<file path="config.mk">
export PLATFORM = sky130hd
export DESIGN_NAME = csr_core_regs
export DESIGN_NICKNAME = d
export VERILOG_FILES = /design/src/logic/csr_pkg.sv /design/src/logic/csr_core_regs.sv
export SDC_FILE = /design/constraint.sdc
export NUM_CORES = 1
export LEC_CHECK = 0
export BUFFER_PORTS_ARGS = -buffer_cell sky130_fd_sc_hd__buf_2
export CORE_AREA = 2 2 344 346
export CTS_BUF_LIST = sky130_fd_sc_hd__clkbuf_8
export DETAILED_ROUTE_END_ITERATION = 12
export DIE_AREA = 0 0 346 348
export GPL_TIMING_DRIVEN = 1
export PLACE_DENSITY = 0.46
export SKIP_CTS_REPAIR_TIMING = 1
export SLEW_MARGIN = 10
export SYNTH_ARGS = -nofsm -noshare
export SYNTH_HDL_FRONTEND = slang
export SYNTH_SLANG_ARGS = --single-unit
</file>
<file path="constraint.sdc">
create_clock -name clk_i -period 9.4 [get_ports clk_i]
set_clock_uncertainty 0.1 [all_clocks]
set_input_delay 0.47 -clock clk_i [delete_from_list [all_inputs] [get_ports clk_i]]
set_output_delay 0.47 -clock clk_i [all_outputs]
set_load 0.01 [all_outputs]
</file>
<file path="src/logic/csr_pkg.sv">
// Package for the core state register file: offsets, fields, reset values, types.
// Assumes a 32-bit AXI4-Lite master with word-aligned accesses.
package csr_pkg;
  // Register byte offsets (AXI window)
  localparam logic [7:0] CSR_OFF_GPR0   = 8'h00; // Sixteen words, 0x00..0x3c
  localparam logic [7:0] CSR_OFF_PSW    = 8'h40;
  localparam logic [7:0] CSR_OFF_PC     = 8'h44;
  localparam logic [7:0] CSR_OFF_TBR    = 8'h48;
  localparam logic [7:0] CSR_OFF_RAR    = 8'h4c;
  localparam logic [7:0] CSR_OFF_USP    = 8'h50;
  localparam logic [7:0] CSR_OFF_MDH    = 8'h54;
  localparam logic [7:0] CSR_OFF_MDL    = 8'h58;
  localparam logic [7:0] CSR_OFF_MODE   = 8'h5c;
  localparam logic [7:0] CSR_OFF_CTRL   = 8'h60;
  // Status word fields
  localparam int CSR_ILM_LSB = 16;
  localparam int CSR_ILM_MSB = 20;
  localparam int CSR_SCR_LSB = 8;
  localparam int CSR_SCR_MSB = 10;
  localparam int CSR_CCR_LSB = 0;
  localparam int CSR_CCR_MSB = 7;
  localparam int CSR_STACK_SEL_BIT = 5;
  localparam int CSR_INT_EN_BIT = 4;
  localparam int CSR_TRACE_BIT = 8;
  localparam logic [31:0] CSR_PSW_MASK = 32'h001f_077f;
  // Reset values, boot mode fetch constants, interrupt entry length
  localparam logic [31:0] CSR_SP_RESET  = 32'h0000_0000;
  localparam logic [4:0]  CSR_ILM_RESET = 5'h0f;
  localparam logic [31:0] CSR_TBR_RESET = 32'h000f_fc00;
  localparam logic [31:0] CSR_MODE_ADDR = 32'h000f_fff8;
  localparam logic [7:0]  CSR_MODE_DATA = 8'h07;
  localparam int          CSR_IRQ_ENTRY_CYC = 6;
  // AXI responses
  localparam logic [1:0] CSR_RESP_OKAY   = 2'h0;
  localparam logic [1:0] CSR_RESP_SLVERR = 2'h2;

  // Core event carrier
  typedef struct packed {
    logic        call;       // Subroutine call
    logic        ret;        // Subroutine return
    logic        irq_ret;    // Return from interrupt
    logic        irq_req;    // Interrupt request
    logic [3:0]  irq_level;
    logic [31:0] next_pc;
  } csr_core_ev_t;

  // Boot fetch states
  typedef enum logic [2:0] {
    CSR_BOOT_FETCH = 3'b001,
    CSR_BOOT_WAIT  = 3'b010,
    CSR_BOOT_RUN   = 3'b100
  } csr_boot_st_t;

  function automatic logic [31:0] csr_psw_clean(input logic [31:0] v);
    return v & CSR_PSW_MASK;
  endfunction
endpackage

</file>
<file path="src/logic/csr_core_regs.sv">
// Core architectural state registers with boot mode loading and AXI4-Lite access.
// Assumes single clock, synchronous active-high reset, core events synchronous.
`timescale 1ns/1ps
// What this block does
// - Sixteen 32-bit registers; stack register resets zero
// - Registers 13,14,15: accumulator, frame, stack roles
// - Status word built from mask, system, condition
// - Reserved status bits read zero, ignore writes
// - Condition field holds mode and result flags
// - System field: two multiply flags, trace enable
// - Five-bit level mask resets to 01111
// - Program counter tracks executing instruction
// - Vector table base resets to 000ffc00
// - Call copies program counter to return register
// - Return loads program counter from return register
// - Stack select routes register 15 to user
// - Interrupt return never uses user stack pointer
// - Multiply/divide result registers, 32 bits each
// - Interrupt entry in six cycles, level masked
// - Instruction and data ports independent
// - Mode register loaded from fetch after reset
// - Mode register writable only by emulator bytes
module csr_core_regs
  import csr_pkg::*;
(
  // Clock and reset
  input  wire logic                  clk_i,
  input  wire logic                  reset_i,
  // Boot straps and emulator
  input  wire logic [3:0]            boot_strap_pin_i,
  input  wire logic                  emulator_mode_i,
  // Instruction fetch port for mode vector
  output logic                       ifetch_req_o,
  output logic [31:0]                ifetch_addr_o,
  input  wire logic                  ifetch_ack_i,
  input  wire logic [31:0]           ifetch_data_i,
  // Core events
  input  wire csr_pkg::csr_core_ev_t core_ev_i,
  output logic                       irq_entry_done_o,
  output logic [31:0]                stack_alias_o,
  output logic                       boot_done_o,
  // AXI4-Lite slave
  input  wire logic [7:0]            s_awaddr_i,
  input  wire logic                  s_awvalid_i,
  output logic                       s_awready_o,
  input  wire logic [31:0]           s_wdata_i,
  input  wire logic [3:0]            s_wstrb_i,
  input  wire logic                  s_wvalid_i,
  output logic                       s_wready_o,
  output logic [1:0]                 s_bresp_o,
  output logic                       s_bvalid_o,
  input  wire logic                  s_bready_i,
  input  wire logic [7:0]            s_araddr_i,
  input  wire logic                  s_arvalid_i,
  output logic                       s_arready_o,
  output logic [31:0]                s_rdata_o,
  output logic [1:0]                 s_rresp_o,
  output logic                       s_rvalid_o,
  input  wire logic                  s_rready_i
);
  import csr_pkg::*;

  logic [31:0]  gpr_r [0:15];
  logic [31:0]  psw_r;
  logic [31:0]  pc_r;
  logic [31:0]  tbr_r;
  logic [31:0]  rar_r;
  logic [31:0]  usp_r;
  logic [31:0]  mdh_r;
  logic [31:0]  mdl_r;
  logic [7:0]   mode_r;
  logic         strap_bad_r;
  csr_boot_st_t boot_r;
  logic [2:0]   irq_cnt_r;
  logic         irq_busy_r;
  // Level held from acceptance; the request itself is only a pulse
  logic [3:0]   irq_lvl_r;
  logic         irq_take;
  logic         int_en;
  // AXI write latch
  logic         aw_got_r;
  logic         w_got_r;
  logic [7:0]   aw_addr_r;
  logic [31:0]  w_data_r;
  logic [3:0]   w_strb_r;
  logic         wr_fire;
  logic         wr_hit;
  logic         stack_sel;
  logic [4:0]   interrupt_level_mask;

  assign stack_sel = psw_r[CSR_STACK_SEL_BIT];
  assign interrupt_level_mask       = psw_r[CSR_ILM_MSB:CSR_ILM_LSB];
  assign int_en    = psw_r[CSR_INT_EN_BIT];

  // Request taken only when enabled and its level numerically strictly below the current mask
  assign irq_take  = !irq_busy_r && core_ev_i.irq_req && int_en
                     && ({1'b0, core_ev_i.irq_level} < interrupt_level_mask);

  // Register 15 view: user pointer when stack select set
  assign stack_alias_o = stack_sel ? usp_r : gpr_r[15];

  // Address decode shared by read and write
  function automatic logic csr_mapped(input logic [7:0] a);
    return (a[1:0] == 2'h0) && (a <= CSR_OFF_CTRL);
  endfunction

  // Write channel capture, either order
  // Ready stays low while a response waits, so one write at a time
  assign s_awready_o = !aw_got_r && !s_bvalid_o;
  assign s_wready_o  = !w_got_r && !s_bvalid_o;
  assign wr_fire     = aw_got_r && w_got_r && !s_bvalid_o;
  assign wr_hit      = csr_mapped(aw_addr_r);

  always_ff @(posedge clk_i)
  begin
    if (reset_i)
    begin
      aw_got_r  <= 1'b0;
      w_got_r   <= 1'b0;
      aw_addr_r <= 8'h00;
      w_data_r  <= 32'h0000_0000;
      w_strb_r  <= 4'h0;
    end
    else
    begin
      if (s_awvalid_i && s_awready_o)
      begin
        aw_got_r  <= 1'b1;
        aw_addr_r <= s_awaddr_i;
      end
      if (s_wvalid_i && s_wready_o)
      begin
        w_got_r  <= 1'b1;
        w_data_r <= s_wdata_i;
        w_strb_r <= s_wstrb_i;
      end
      if (wr_fire)
      begin
        aw_got_r <= 1'b0;
        w_got_r  <= 1'b0;
      end
    end
  end

  // Write response one cycle after both halves are held
  // Response drops on bready alone, since bvalid is already up then
  always_ff @(posedge clk_i)
  begin
    if (reset_i)
    begin
      s_bvalid_o <= 1'b0;
      s_bresp_o  <= CSR_RESP_OKAY;
    end
    else if (wr_fire)
    begin
      s_bvalid_o <= 1'b1;
      s_bresp_o  <= wr_hit ? CSR_RESP_OKAY : CSR_RESP_SLVERR;
    end
    else if (s_bready_i)
    begin
      s_bvalid_o <= 1'b0;
    end
  end

  // General registers; only the stack register has a reset value
  // Registers 0..14 come up unknown; software must load them before use
  always_ff @(posedge clk_i)
  begin
    if (reset_i)
    begin
      gpr_r[15] <= CSR_SP_RESET;
    end
    else if (wr_fire && (aw_addr_r < CSR_OFF_PSW) && (aw_addr_r[1:0] == 2'h0))
    begin
      if ((aw_addr_r[5:2] != 4'hf) || !stack_sel)
        gpr_r[aw_addr_r[5:2]] <= w_data_r;
    end
  end

  // User stack pointer: own slot or register 15 while selected
  // Interrupt return neither loads nor saves it
  always_ff @(posedge clk_i)
  begin
    if (wr_fire && (aw_addr_r == CSR_OFF_USP))
      usp_r <= w_data_r;
    else if (wr_fire && (aw_addr_r == 8'h3c) && stack_sel)
      usp_r <= w_data_r;
  end

  // Status word; reserved bits masked on every write
  always_ff @(posedge clk_i)
  begin
    if (reset_i)
    begin
      psw_r                          <= 32'h0000_0000;
      psw_r[CSR_ILM_MSB:CSR_ILM_LSB] <= CSR_ILM_RESET;
      psw_r[CSR_TRACE_BIT]           <= 1'b0;
    end
    else if (wr_fire && (aw_addr_r == CSR_OFF_PSW))
    begin
      psw_r <= csr_psw_clean(w_data_r);
    end
    else if (irq_busy_r && (irq_cnt_r == 3'(CSR_IRQ_ENTRY_CYC - 1)))
    begin
      // Entry sets the mask to the level latched at acceptance;
      // the live request input has already dropped by now
      psw_r[CSR_ILM_MSB:CSR_ILM_LSB] <= {1'b0, irq_lvl_r};
    end
  end

  // Program counter follows core, return register handles call/return
  // No bus write reaches the counter; a write to its slot is dropped
  always_ff @(posedge clk_i)
  begin
    if (core_ev_i.ret)
      pc_r <= rar_r;
    else
      pc_r <= core_ev_i.next_pc;
  end

  // A call wins over a bus write landing in the same cycle
  always_ff @(posedge clk_i)
  begin
    if (core_ev_i.call)
      rar_r <= pc_r;
    else if (wr_fire && (aw_addr_r == CSR_OFF_RAR))
      rar_r <= w_data_r;
  end

  // Vector table base
  // Strobes are not looked at; every write lands as a whole word
  always_ff @(posedge clk_i)
  begin
    if (reset_i)
      tbr_r <= CSR_TBR_RESET;
    else if (wr_fire && (aw_addr_r == CSR_OFF_TBR))
      tbr_r <= w_data_r;
  end

  // Multiply/divide results, no reset value
  // Loaded from the bus only here; the arithmetic unit lies outside
  always_ff @(posedge clk_i)
  begin
    if (wr_fire && (aw_addr_r == CSR_OFF_MDH))
      mdh_r <= w_data_r;
    if (wr_fire && (aw_addr_r == CSR_OFF_MDL))
      mdl_r <= w_data_r;
  end

  // Interrupt entry counter; a request arriving before entry is done is not taken or held
  always_ff @(posedge clk_i)
  begin
    if (reset_i)
    begin
      irq_busy_r       <= 1'b0;
      irq_cnt_r        <= 3'h0;
      irq_lvl_r        <= 4'h0;
      irq_entry_done_o <= 1'b0;
    end
    else
    begin
      irq_entry_done_o <= 1'b0;
      if (irq_take)
      begin
        irq_busy_r <= 1'b1;
        irq_cnt_r  <= 3'h0;
        irq_lvl_r  <= core_ev_i.irq_level;
      end
      else if (irq_busy_r)
      begin
        irq_cnt_r <= irq_cnt_r + 3'h1;
        if (irq_cnt_r == 3'(CSR_IRQ_ENTRY_CYC - 1))
        begin
          irq_busy_r       <= 1'b0;
          irq_entry_done_o <= 1'b1;
        end
      end
    end
  end

  // Boot: fetch mode word on the instruction port, separate from the AXI data path
  // Fetch is offered once per reset; the bus side stays usable meanwhile
  assign ifetch_addr_o = CSR_MODE_ADDR;
  assign ifetch_req_o  = (boot_r == CSR_BOOT_WAIT);
  assign boot_done_o   = (boot_r == CSR_BOOT_RUN);

  always_ff @(posedge clk_i)
  begin
    if (reset_i)
      boot_r <= CSR_BOOT_FETCH;
    else
    begin
      unique case (boot_r)
        CSR_BOOT_FETCH: boot_r <= CSR_BOOT_WAIT;
        CSR_BOOT_WAIT:  if (ifetch_ack_i) boot_r <= CSR_BOOT_RUN;
        CSR_BOOT_RUN:   boot_r <= CSR_BOOT_RUN;
        default:        boot_r <= CSR_BOOT_FETCH;
      endcase
    end
  end

  // Straps caught after release; illegal settings flagged only
  // Only the internal fetch exists, so a bad strap cannot redirect boot
  always_ff @(posedge clk_i)
  begin
    if (reset_i)
      strap_bad_r <= 1'b0;
    else if (boot_r == CSR_BOOT_FETCH)
      strap_bad_r <= (boot_strap_pin_i != 4'h0);
  end

  // Mode register: boot byte, then emulator byte writes only
  // Byte lane 0 alone; wider emulator writes are dropped
  always_ff @(posedge clk_i)
  begin
    if (reset_i)
      mode_r <= 8'h00;
    else if ((boot_r == CSR_BOOT_WAIT) && ifetch_ack_i)
      mode_r <= ifetch_data_i[31:24];
    else if (wr_fire && (aw_addr_r == CSR_OFF_MODE) && emulator_mode_i
             && (w_strb_r == 4'h1))
      mode_r <= w_data_r[7:0];
  end

  // Read channel, answer one cycle after address taken
  // Unknown offsets answer SLVERR; unaligned ones below 0x40 read a general register, all others read zero
  assign s_arready_o = !s_rvalid_o;

  always_ff @(posedge clk_i)
  begin
    if (reset_i)
    begin
      s_rvalid_o <= 1'b0;
      s_rdata_o  <= 32'h0000_0000;
      s_rresp_o  <= CSR_RESP_OKAY;
    end
    else if (s_arvalid_i && s_arready_o)
    begin
      s_rvalid_o <= 1'b1;
      s_rresp_o  <= csr_mapped(s_araddr_i) ? CSR_RESP_OKAY : CSR_RESP_SLVERR;
      if (s_araddr_i == 8'h3c)
        s_rdata_o <= stack_alias_o;
      else if (s_araddr_i < CSR_OFF_PSW)
        s_rdata_o <= gpr_r[s_araddr_i[5:2]];
      else
      begin
        unique case (s_araddr_i)
          CSR_OFF_PSW:  s_rdata_o <= csr_psw_clean(psw_r);
          CSR_OFF_PC:   s_rdata_o <= pc_r;
          CSR_OFF_TBR:  s_rdata_o <= tbr_r;
          CSR_OFF_RAR:  s_rdata_o <= rar_r;
          CSR_OFF_USP:  s_rdata_o <= usp_r;
          CSR_OFF_MDH:  s_rdata_o <= mdh_r;
          CSR_OFF_MDL:  s_rdata_o <= mdl_r;
          CSR_OFF_MODE: s_rdata_o <= {24'h000000, mode_r};
          CSR_OFF_CTRL: s_rdata_o <= {29'h0, strap_bad_r, irq_busy_r, boot_done_o};
          default:      s_rdata_o <= 32'h0000_0000;
        endcase
      end
    end
    else if (s_rready_i)
    begin
      s_rvalid_o <= 1'b0;
    end
  end
endmodule

</file>
==> impl_metrics.json, run 1 <==
{
  "status": "complete, no violations",
  "final_common_cell": "edfxtp_1",
  "firstDrtPassIters": 5,
  "setup_tns_ps": 0,
  "grt_max_degree": 96,
  "period_share_pct": 41.5,
  "globalplace.congestion": 0.785,
  "rsz0062_at_grt": "no",
  "max_freq_mhz": 256,
  "synth_top_cell_by_area": "edfxtp_1",
  "ys_ff_latch": 822,
  "ys_seq_area_share_pct": 68.1,
  "crit_path_top_delay_cell": "o21ai_4",
  "syn_inst": 2193,
  "drive_above_1_share_pct": 27.8,
  "antenna_found_initial": 11,
  "synth_area_um2": 33600,
  "layout.cells.non_filler": 4172,
  "syn_area_per_cell_um2": 15.3,
  "wl_met2_mm": 50.8,
  "grt_usage_pct": 17.6,
  "clockRootBuffer": "clkbuf_8",
  "critPathMaxStageDelay_ps": 1100,
  "route.detailed.drc": 0,
  "ant_nets": 0,
  "dr_wl_met3_mm": 7.67,
  "insertion_delay_ps": 800,
  "reg2reg_slack_ps": 5500,
  "dieArea_um2": 120000,
  "clock_path_buffers": 3,
  "ir_worst_vdd_v": 0.000137,
  "tightest_slew_ps": 1110,
  "rows": 126,
  "hp-class": "input port to flip-flop",
  "fillCellCount": 11382,
  "wl_met1_mm": 46.9,
  "die_width_um": 346,
  "dr.max_layer_used": "met5",
  "cts_made_buffers": 139,
  "hpwlAfterDp_mm": 64.5,
  "final_cell_mix": "edfxtp_1, nand2_1, dfxtp_1, buf_2, clkbuf_8",
  "path_delay_family": "simple AND/OR/NAND/NOR gates",
  "arrival_ps": 4270,
  "cts.sink_count": 822,
  "synth_top_family_by_area": "multiplexers",
  "synth.top_cell.area_share_pct": 57.3,
  "setup_viol": 0,
  "wl_per_cell_um": 26.0,
  "via_per_inst": 5.02,
  "end_kind": "flip-flop",
  "ys_warn_count": 0,
  "reg2reg_from": "aw_addr_r[4]",
  "r2r_end": "usp_r[0]",
  "synth_compound_area_share_pct": 6.07,
  "layout.nets": 2663,
  "ios": 245,
  "maxCapViolCount": 0,
  "crit_path_cell_trace": "nand2_1 -> nor2_1 -> nand2_2 -> o21ai_4 -> buf_4",
  "grt-ovfl-total": 0,
  "slew_headroom_pct": 25.8,
  "htreeDepth": 4,
  "worstPathRequired_ps": 9760,
  "io_buffers": 185,
  "synth_adder_area_share_pct": 0.186,
  "grt_pass1_wl_mm": 152,
  "start_util_pct": 28.7,
  "critical_path_buf_inv_count": 1,
  "synth-main-ff-cell": "edfxtp_1",
  "hold_violations": 0,
  "min_period_ps": 3900,
  "synth_enable_flop_cells": 640,
  "powerDensity_nw_per_um2": 188,
  "hold_depth": 3,
  "crit_path_start_kind": "flip-flop",
  "critPathKind": "flip-flop to flip-flop",
  "setup_slack_ps": 5500,
  "yosys.area_share.xor_xnor_pct": 0.0783,
  "ff2ff_path_depth": 5,
  "vias": 20953,
  "clk_pin_slew_worst_paths_ps": 60,
  "grt_pass1_vias": 21210,
  "drt_iter0_markers": 1779,
  "leakage_nw": 13.1,
  "totalPowerFinal_mw": 7.48,
  "min_to": "strap_bad_r",
  "synth_mux_area_share_pct": 15.6,
  "synth_simple_gate_area_share_pct": 6.93,
  "core_area_um2": 117000,
  "cts_tree": "done",
  "path_max_fanout": 33,
  "pre_cts_ws_ps": 4960,
  "async_flop_share_pct": 0,
  "dp_cells": 3822,
  "yosys-top-cells-area": "edfxtp_1, dfxtp_1, mux4_2",
  "report.final.slew_viol_count": 0,
  "wirelength_mm": 108,
  "area_growth_pct": 18.4,
  "synth_cell_type_count": 67,
  "die_h_um": 348,
  "worst_hold_startpoint": "boot_strap_pin_i[2]"
}
==> sequential cells by signal (all words and copies together) (netlist names), 15 cells and up <==
| signal | count |
|---|---|
| gpr_r | 512 |
| mdh_r | 32 |
| mdl_r | 32 |
| pc_r | 32 |
| psw_r | 15 |
| rar_r | 32 |
| s_rdata_o | 32 |
| tbr_r | 32 |
| usp_r | 32 |
| w_data_r | 32 |
==> power breakdown <==
group          internal (mW)  switching, mW
logic                  0.203          0.276
registers               3.94         0.0644
clock network           1.52           1.47
==> stage by stage <==
stage	area (µm²)	hold WS, ps	utilization [%]
after global routing	39700	11.1	34.0
after detailed placement	36200	347	31.0
after global placement	36200	339	31.0
after CTS	38800	-321	33.2
final	39700	17.2	34.0
after floorplan	33700	331	-
==> worst max-delay path by stage <==
stage | startpoint | end | depth (start not counted)
floorplan | s_bvalid_o | gpr_r[15][0] | 4
global placement | s_araddr_i[2] | s_rdata_o[9] | 7
detailed placement | s_araddr_i[2] | s_rdata_o[9] | 7
CTS | aw_addr_r[4] | usp_r[0] | 5
global route | aw_addr_r[4] | usp_r[7] | 5
finish | aw_addr_r[4] | usp_r[0] | 5
==> metal layers <==
metal | track usage (%) | up-vias
met1 | 23.3 | 10889
met2 | 28.1 | 808
met3 | 4.39 | 178
met4 | 6.02 | 10
met5 | 0 | -
li1 | - | 9068
==> synthesized netlist by cell type, types with 7 or more instances <==
cell type / count
edfxtp_1: 640
nand2_1: 215
dfxtp_1: 182
mux4_2: 138
a21oi_1: 133
mux2_2: 129
nor2_1: 99
clkbuf_1: 78
o21ai_0: 70
mux2i_1: 69
buf_4: 57
nor3_1: 53
and3_1: 37
buf_2: 34
a22oi_1: 30
a211oi_1: 28
nand3_1: 24
or2_2: 17
inv_1: 15
o22ai_1: 14
nor2b_1: 13
o21bai_1: 12
a221oi_1: 11
nand2b_1: 7
==> final cells by class <==
type                            count  area, µm²  share of cell area [%]
Antenna cell                        3       7.51                  0.0189
Timing Repair Buffer              332       2300                    5.80
Inverter                           15       56.3                   0.142
Clock buffer                      150       2060                    5.20
Clock inverter                    103        485                    1.22
Tap cell                         1536       1920                    4.84
Multi-Input combinational cell   1211      10000                    25.2
Sequential cell                   822      22900                    57.6
==> cell families (layout without fill, tap and decap cells) <==
| kind of cell | count (synthesis) | in the layout |
|---|---|---|
| AND/OR/NAND/NOR | 498 | 498 |
| flip-flops | 822 | 822 |
| XOR/XNOR | 3 | 3 |
| buffers and inverters | 192 | 600 |
| multiplexers | 336 | 336 |
| other | 2 | 37 |
| AO/OA/AOI/OAI | 335 | 335 |
| adder cells (fa/ha/maj) | 5 | 5 |
==> tightest hold or removal path, cell delays in order <==
cell,delay [ps]
buf_2,70
nor4_1,40
a211oi_1,250
Power figures use the tool's default switching activity.
==> run 2, diff against run 1 <==
Clock period 9.4 ns to 4 ns, I/O delays scaled along.
==> run 2 against run 1 <==
Combinational power up 150%. Via count up 0.95%. Global-route usage down 0.22 points. Sequential share of layout area shrank 1.5 points. Utilization rose by 0.88 points. First-iteration DRC count is 0.84% higher. Sequential power grew 130%. Non-clock buffer count up 76. Clock power grew 140%. Critical path depth decreased by 1. Die area unchanged. Critical path type is now flip-flop to output pin. Critical endpoint is now stack_alias_o[26]. Highest routed layer unchanged.
==> impl_metrics.json, run 2 (synthesis gave the netlist of run 1 again) <==
{
  "fin_area_um2": 40800,
  "dieArea_um2": 120000,
  "rsz0062_at_grt": "no",
  "maxCapViolCount": 0,
  "final_cell_mix": "edfxtp_1, nand2_1, dfxtp_1, buf_2, clkbuf_8",
  "slew_headroom_pct": 28.4,
  "report.final.slew_viol_count": 0,
  "largest_reg_flops": 512,
  "die_width_um": 346,
  "hpwlAfterDp_mm": 68.1,
  "final_common_cell": "edfxtp_1",
  "setup_tns_ps": 0,
  "period_share_pct": 83.1,
  "min_period_ps": 3330,
  "critPathMaxStageDelay_ps": 810,
  "wirelength_mm": 108,
  "r2r_end": "gpr_r[0][7]",
  "status": "complete, no violations",
  "rows": 126,
  "leakage_nw": 13.6,
  "via_per_inst": 4.97,
  "globalplace.congestion": 0.796,
  "clk_pin_slew_worst_paths_ps": 60,
  "crit_path_top_delay_cell": "dfxtp_2",
  "ant_nets": 0,
  "path_max_fanout": 20,
  "ios": 245,
  "ir_worst_vdd_v": 0.000290,
  "critPathKind": "flip-flop to output pin",
  "antenna_found_initial": 11,
  "regArea_um2": 22900,
  "drive_above_1_share_pct": 28.7,
  "hp-class": "input port to flip-flop",
  "hold_violations": 0,
  "place_area_um2": 36700,
  "reg2reg_from": "s_bvalid_o",
  "arrival_ps": 3030,
  "fillCellCount": 11356,
  "cts_tree": "done",
  "max_freq_mhz": 301,
  "firstDrtPassIters": 5,
  "start_util_pct": 28.7,
  "cts_made_buffers": 142,
  "grt-ovfl-total": 0,
  "crit_path_cell_trace": "buf_4 -> mux2i_1 -> inv_1 -> buf_2",
  "route.detailed.drc": 0,
  "cts.sink_count": 822,
  "worstPathRequired_ps": 3700,
  "powerDensity_nw_per_um2": 439,
  "insertion_delay_ps": 800,
  "grt_max_degree": 95,
  "drt_iter0_markers": 1794,
  "layout.nets": 2742,
  "wl_per_cell_um": 25.3,
  "io_buffers": 185,
  "tightest_slew_ps": 1070,
  "area_growth_pct": 21.4,
  "regMostFlops": "gpr_r",
  "die_h_um": 348,
  "setup_viol": 0,
  "crit_path_start_kind": "flip-flop",
  "multiInputGateArea_um2": 10000,
  "clock_path_buffers": 3,
  "grt_pass1_vias": 21007,
  "end_kind": "output pin",
  "grt_pass1_wl_mm": 151,
  "vias": 21152,
  "grt_usage_pct": 17.4,
  "clockRootBuffer": "clkbuf_8",
  "htreeDepth": 4,
  "reg2reg_slack_ps": 720,
  "ff2ff_path_depth": 9,
  "hold_depth": 3,
  "min_to": "pc_r[25]",
  "core_area_um2": 117000,
  "worst_hold_startpoint": "core_ev_i[25]"
}
[run 2: cell types whose count changed in the layout (fill, tap and decap cells not counted), sizes merged]
cell,previous run,this run
buf,238,268
bufinv,2,1
clkbuf,150,162
clkinv,35,34
clkinvlp,4,6
diode,3,4
dlygate4sd3,94,140
inv,77,71
[run 2: worst max path at each step]
stage,startpoint,endpoint,cells past startpoint
floorplan,s_bvalid_o,mdh_r[0],4
global placement,s_bvalid_o,gpr_r[0][23],9
detailed placement,s_bvalid_o,gpr_r[0][12],9
CTS,psw_r[5],stack_alias_o[9],4
global route,psw_r[5],stack_alias_o[9],4
finish,psw_r[5],stack_alias_o[26],4
[run 2: final cells by class]
class                           instances  share of cell area [%]
Sequential cell                       822                    56.1
Clock buffer                          162                    5.47
Multi-Input combinational cell       1211                    24.7
Inverter                               15                   0.138
Tap cell                             1536                    4.72
Clock inverter                         97                    1.14
Antenna cell                            4                  0.0246
Timing Repair Buffer                  408                    7.76
[run 2: routing by layer]
| layer | global-route usage [%] | vias to the layer above | share of wire [%] |
|---|---|---|---|
| met1 | 23.6 | 11051 | 44 |
| met4 | 4.86 | 8 | 2.0 |
| li1 | - | 9229 | - |
| met3 | 3.30 | 153 | 5.6 |
| met5 | 0 | - | 0.048 |
| met2 | 28.4 | 711 | 48 |
[run 2: power by group]
group / switching, mW / internal [mW] / total [mW]
Sequential: 0.149 / 9.27 / 9.42
Clock: 3.51 / 3.78 / 7.29
Combinational: 0.664 / 0.527 / 1.19
Total: 4.33 / 13.6 / 17.9
[run 2: worst max-delay path, delay by kind of cell (launching register included)]
family	cells	cell delay [ps]
DFF	1	810
buffers and inverters	3	790
muxes	1	610
[run 2: through the flow]
step                      worst slack [ps]  std cells  utilization, %  power, mW  hold slack [ps]
after global placement                 820       3852            31.3       10.7              290
after CTS                              598       4111            33.6       18.0             -574
after global routing                   548       4253            34.8       18.6             52.6
final                                  674       4255            34.8       17.9             67.4
after floorplan                       27.3       2225               -       10.2              200
after detailed placement               733       3852            31.3       10.7              294
==> run 3, diff against run 2 <==
Clock period 4 ns to 3.1 ns, I/O delays scaled along.
==> run 3 against run 2 <==
Utilization up 0.63 points. Cell area up 1.8%. Global-route usage up 0.20 points. Critical path depth increased by 4. Wire length increased by 1.0%. Setup slack got worse by 430 ps. Clock power grew 30%. Via count grew 1.1%. Flip-flop and latch count did not move. Critical endpoint is now mode_r[2].
==> impl_metrics.json, run 3 (synthesis gave the netlist of run 1 again) <==
{
  "drive_above_1_share_pct": 28.8,
  "route.detailed.drc": 0,
  "leakage_nw": 14.0,
  "die_h_um": 348,
  "globalplace.congestion": 0.799,
  "min_to": "irq_busy_r",
  "report.final.slew_viol_count": 0,
  "ant_nets": 0,
  "firstDrtPassIters": 5,
  "die_width_um": 346,
  "grt_pass1_vias": 21359,
  "htreeDepth": 4,
  "setup_tns_ps": 0,
  "drt_iter0_markers": 1762,
  "hp-class": "input port to flip-flop",
  "powerDensity_nw_per_um2": 560,
  "grt_pass1_wl_mm": 153,
  "cts.sink_count": 822,
  "clockRootBuffer": "clkbuf_8",
  "rsz0062_at_grt": "no",
  "seq_power_share_pct": 52.2,
  "via_per_inst": 4.95,
  "path_max_fanout": 8,
  "wirelength_mm": 109,
  "area_growth_pct": 23.6,
  "arrival_ps": 3490,
  "grt_usage_pct": 17.6,
  "insertion_delay_ps": 800,
  "ff2ff_path_depth": 8,
  "rows": 126,
  "place_area_um2": 37100,
  "largest_reg_flops": 512,
  "core_area_um2": 117000,
  "clk_pin_slew_worst_paths_ps": 60,
  "regMostFlops": "gpr_r",
  "dieArea_um2": 120000,
  "max_freq_mhz": 350,
  "hpwlAfterDp_mm": 70.7,
  "crit_path_start_kind": "flip-flop",
  "netSwitchingPower_mw": 5.57,
  "fillCellCount": 11281,
  "final_cell_mix": "edfxtp_1, nand2_1, dfxtp_1, buf_2, dlygate4sd3_1",
  "reg2reg_slack_ps": 250,
  "combPwrFrac_pct": 7.0,
  "switching_share_pct": 23.9,
  "cts_made_buffers": 140,
  "vias": 21383,
  "worst_hold_startpoint": "core_ev_i[36]",
  "cts_tree": "done",
  "internal_power_mw": 17.7,
  "grt_max_degree": 47,
  "clockPowerShare_pct": 40.8,
  "reg2reg_from": "w_got_r",
  "hold_violations": 0,
  "grt-ovfl-total": 0,
  "start_util_pct": 28.7,
  "min_period_ps": 2850,
  "period_share_pct": 92.1,
  "setup_viol": 0,
  "status": "complete, no violations",
  "maxCapViolCount": 0,
  "critPathKind": "flip-flop to flip-flop",
  "final_common_cell": "edfxtp_1",
  "clock_path_buffers": 3,
  "io_buffers": 185,
  "ios": 245,
  "layout.nets": 2808,
  "hold_depth": 5,
  "r2r_end": "mode_r[2]",
  "slew_headroom_pct": 20.5,
  "antenna_found_initial": 8,
  "ir_worst_vdd_v": 0.000378,
  "tightest_slew_ps": 1180,
  "wl_per_cell_um": 25.2,
  "worstPathRequired_ps": 3740,
  "end_kind": "flip-flop",
  "fin_area_um2": 41500
}
## run 3: critical path, stage by stage, from the launching register on
cell and delay, ps:
dfxtp_1 430, nand3b_4 130, nor4_4 170, buf_4 180, nand4b_4 200, nor3_4 550
mux2i_1 150, a211oi_1 280, dlygate4sd3_1 590
## run 3: layout make-up
type | count | area [µm²] | area share [%]
flip-flops and latches | 822 | 22900 | 55.1
repair buffers | 476 | 3920 | 9.46
diodes | 6 | 15.0 | 0.0362
multi-input cells | 1211 | 10100 | 24.2
inverters | 15 | 56.3 | 0.136
well taps | 1536 | 1920 | 4.63
clock buffers | 151 | 2080 | 5.01
clock inverters | 102 | 589 | 1.42
## run 3: worst max path at each step
stage                     cells past startpoint       start                end
final                                         8     w_got_r          mode_r[2]
after CTS                                     3    psw_r[5]  stack_alias_o[11]
after floorplan                               6  s_bvalid_o        gpr_r[9][0]
after detailed placement                      7     w_got_r       gpr_r[1][25]
after global routing                          8     w_got_r          mode_r[0]
after global placement                        7     w_got_r       gpr_r[1][25]
## run 3: metal layers
layer  track usage (%)  share of wire (%)  up-vias
li1                  -                  -     9369
met1              23.4                 44    11125
met2              28.3                 47      718
met3              4.25                6.3      169
met4              5.45                2.5        2
met5                 0              0.014        -
## run 3: power groups by stage
stage | clock (mW) | sequential, mW | combinational [mW]
floorplan | 0 | 12.3 | 0.891
global placement | 0 | 12.4 | 1.44
detailed placement | 0 | 12.4 | 1.45
global route | 10.2 | 12.2 | 1.75
CTS | 9.78 | 12.1 | 1.46
finish | 9.48 | 12.1 | 1.62
## run 3: through the flow
stage                     hold WS, ps  total power [mW]  util [%]  worst slack (ps)  instances
after floorplan                   155              13.2         -              -426       2225
after global placement            240              13.8      31.7               387       3885
after detailed placement          249              13.8      31.7               359       3885
after CTS                        -630              23.4      34.0               150       4138
after global routing             17.6              24.1      35.5              41.3       4316
final                            31.9              23.3      35.5               246       4319
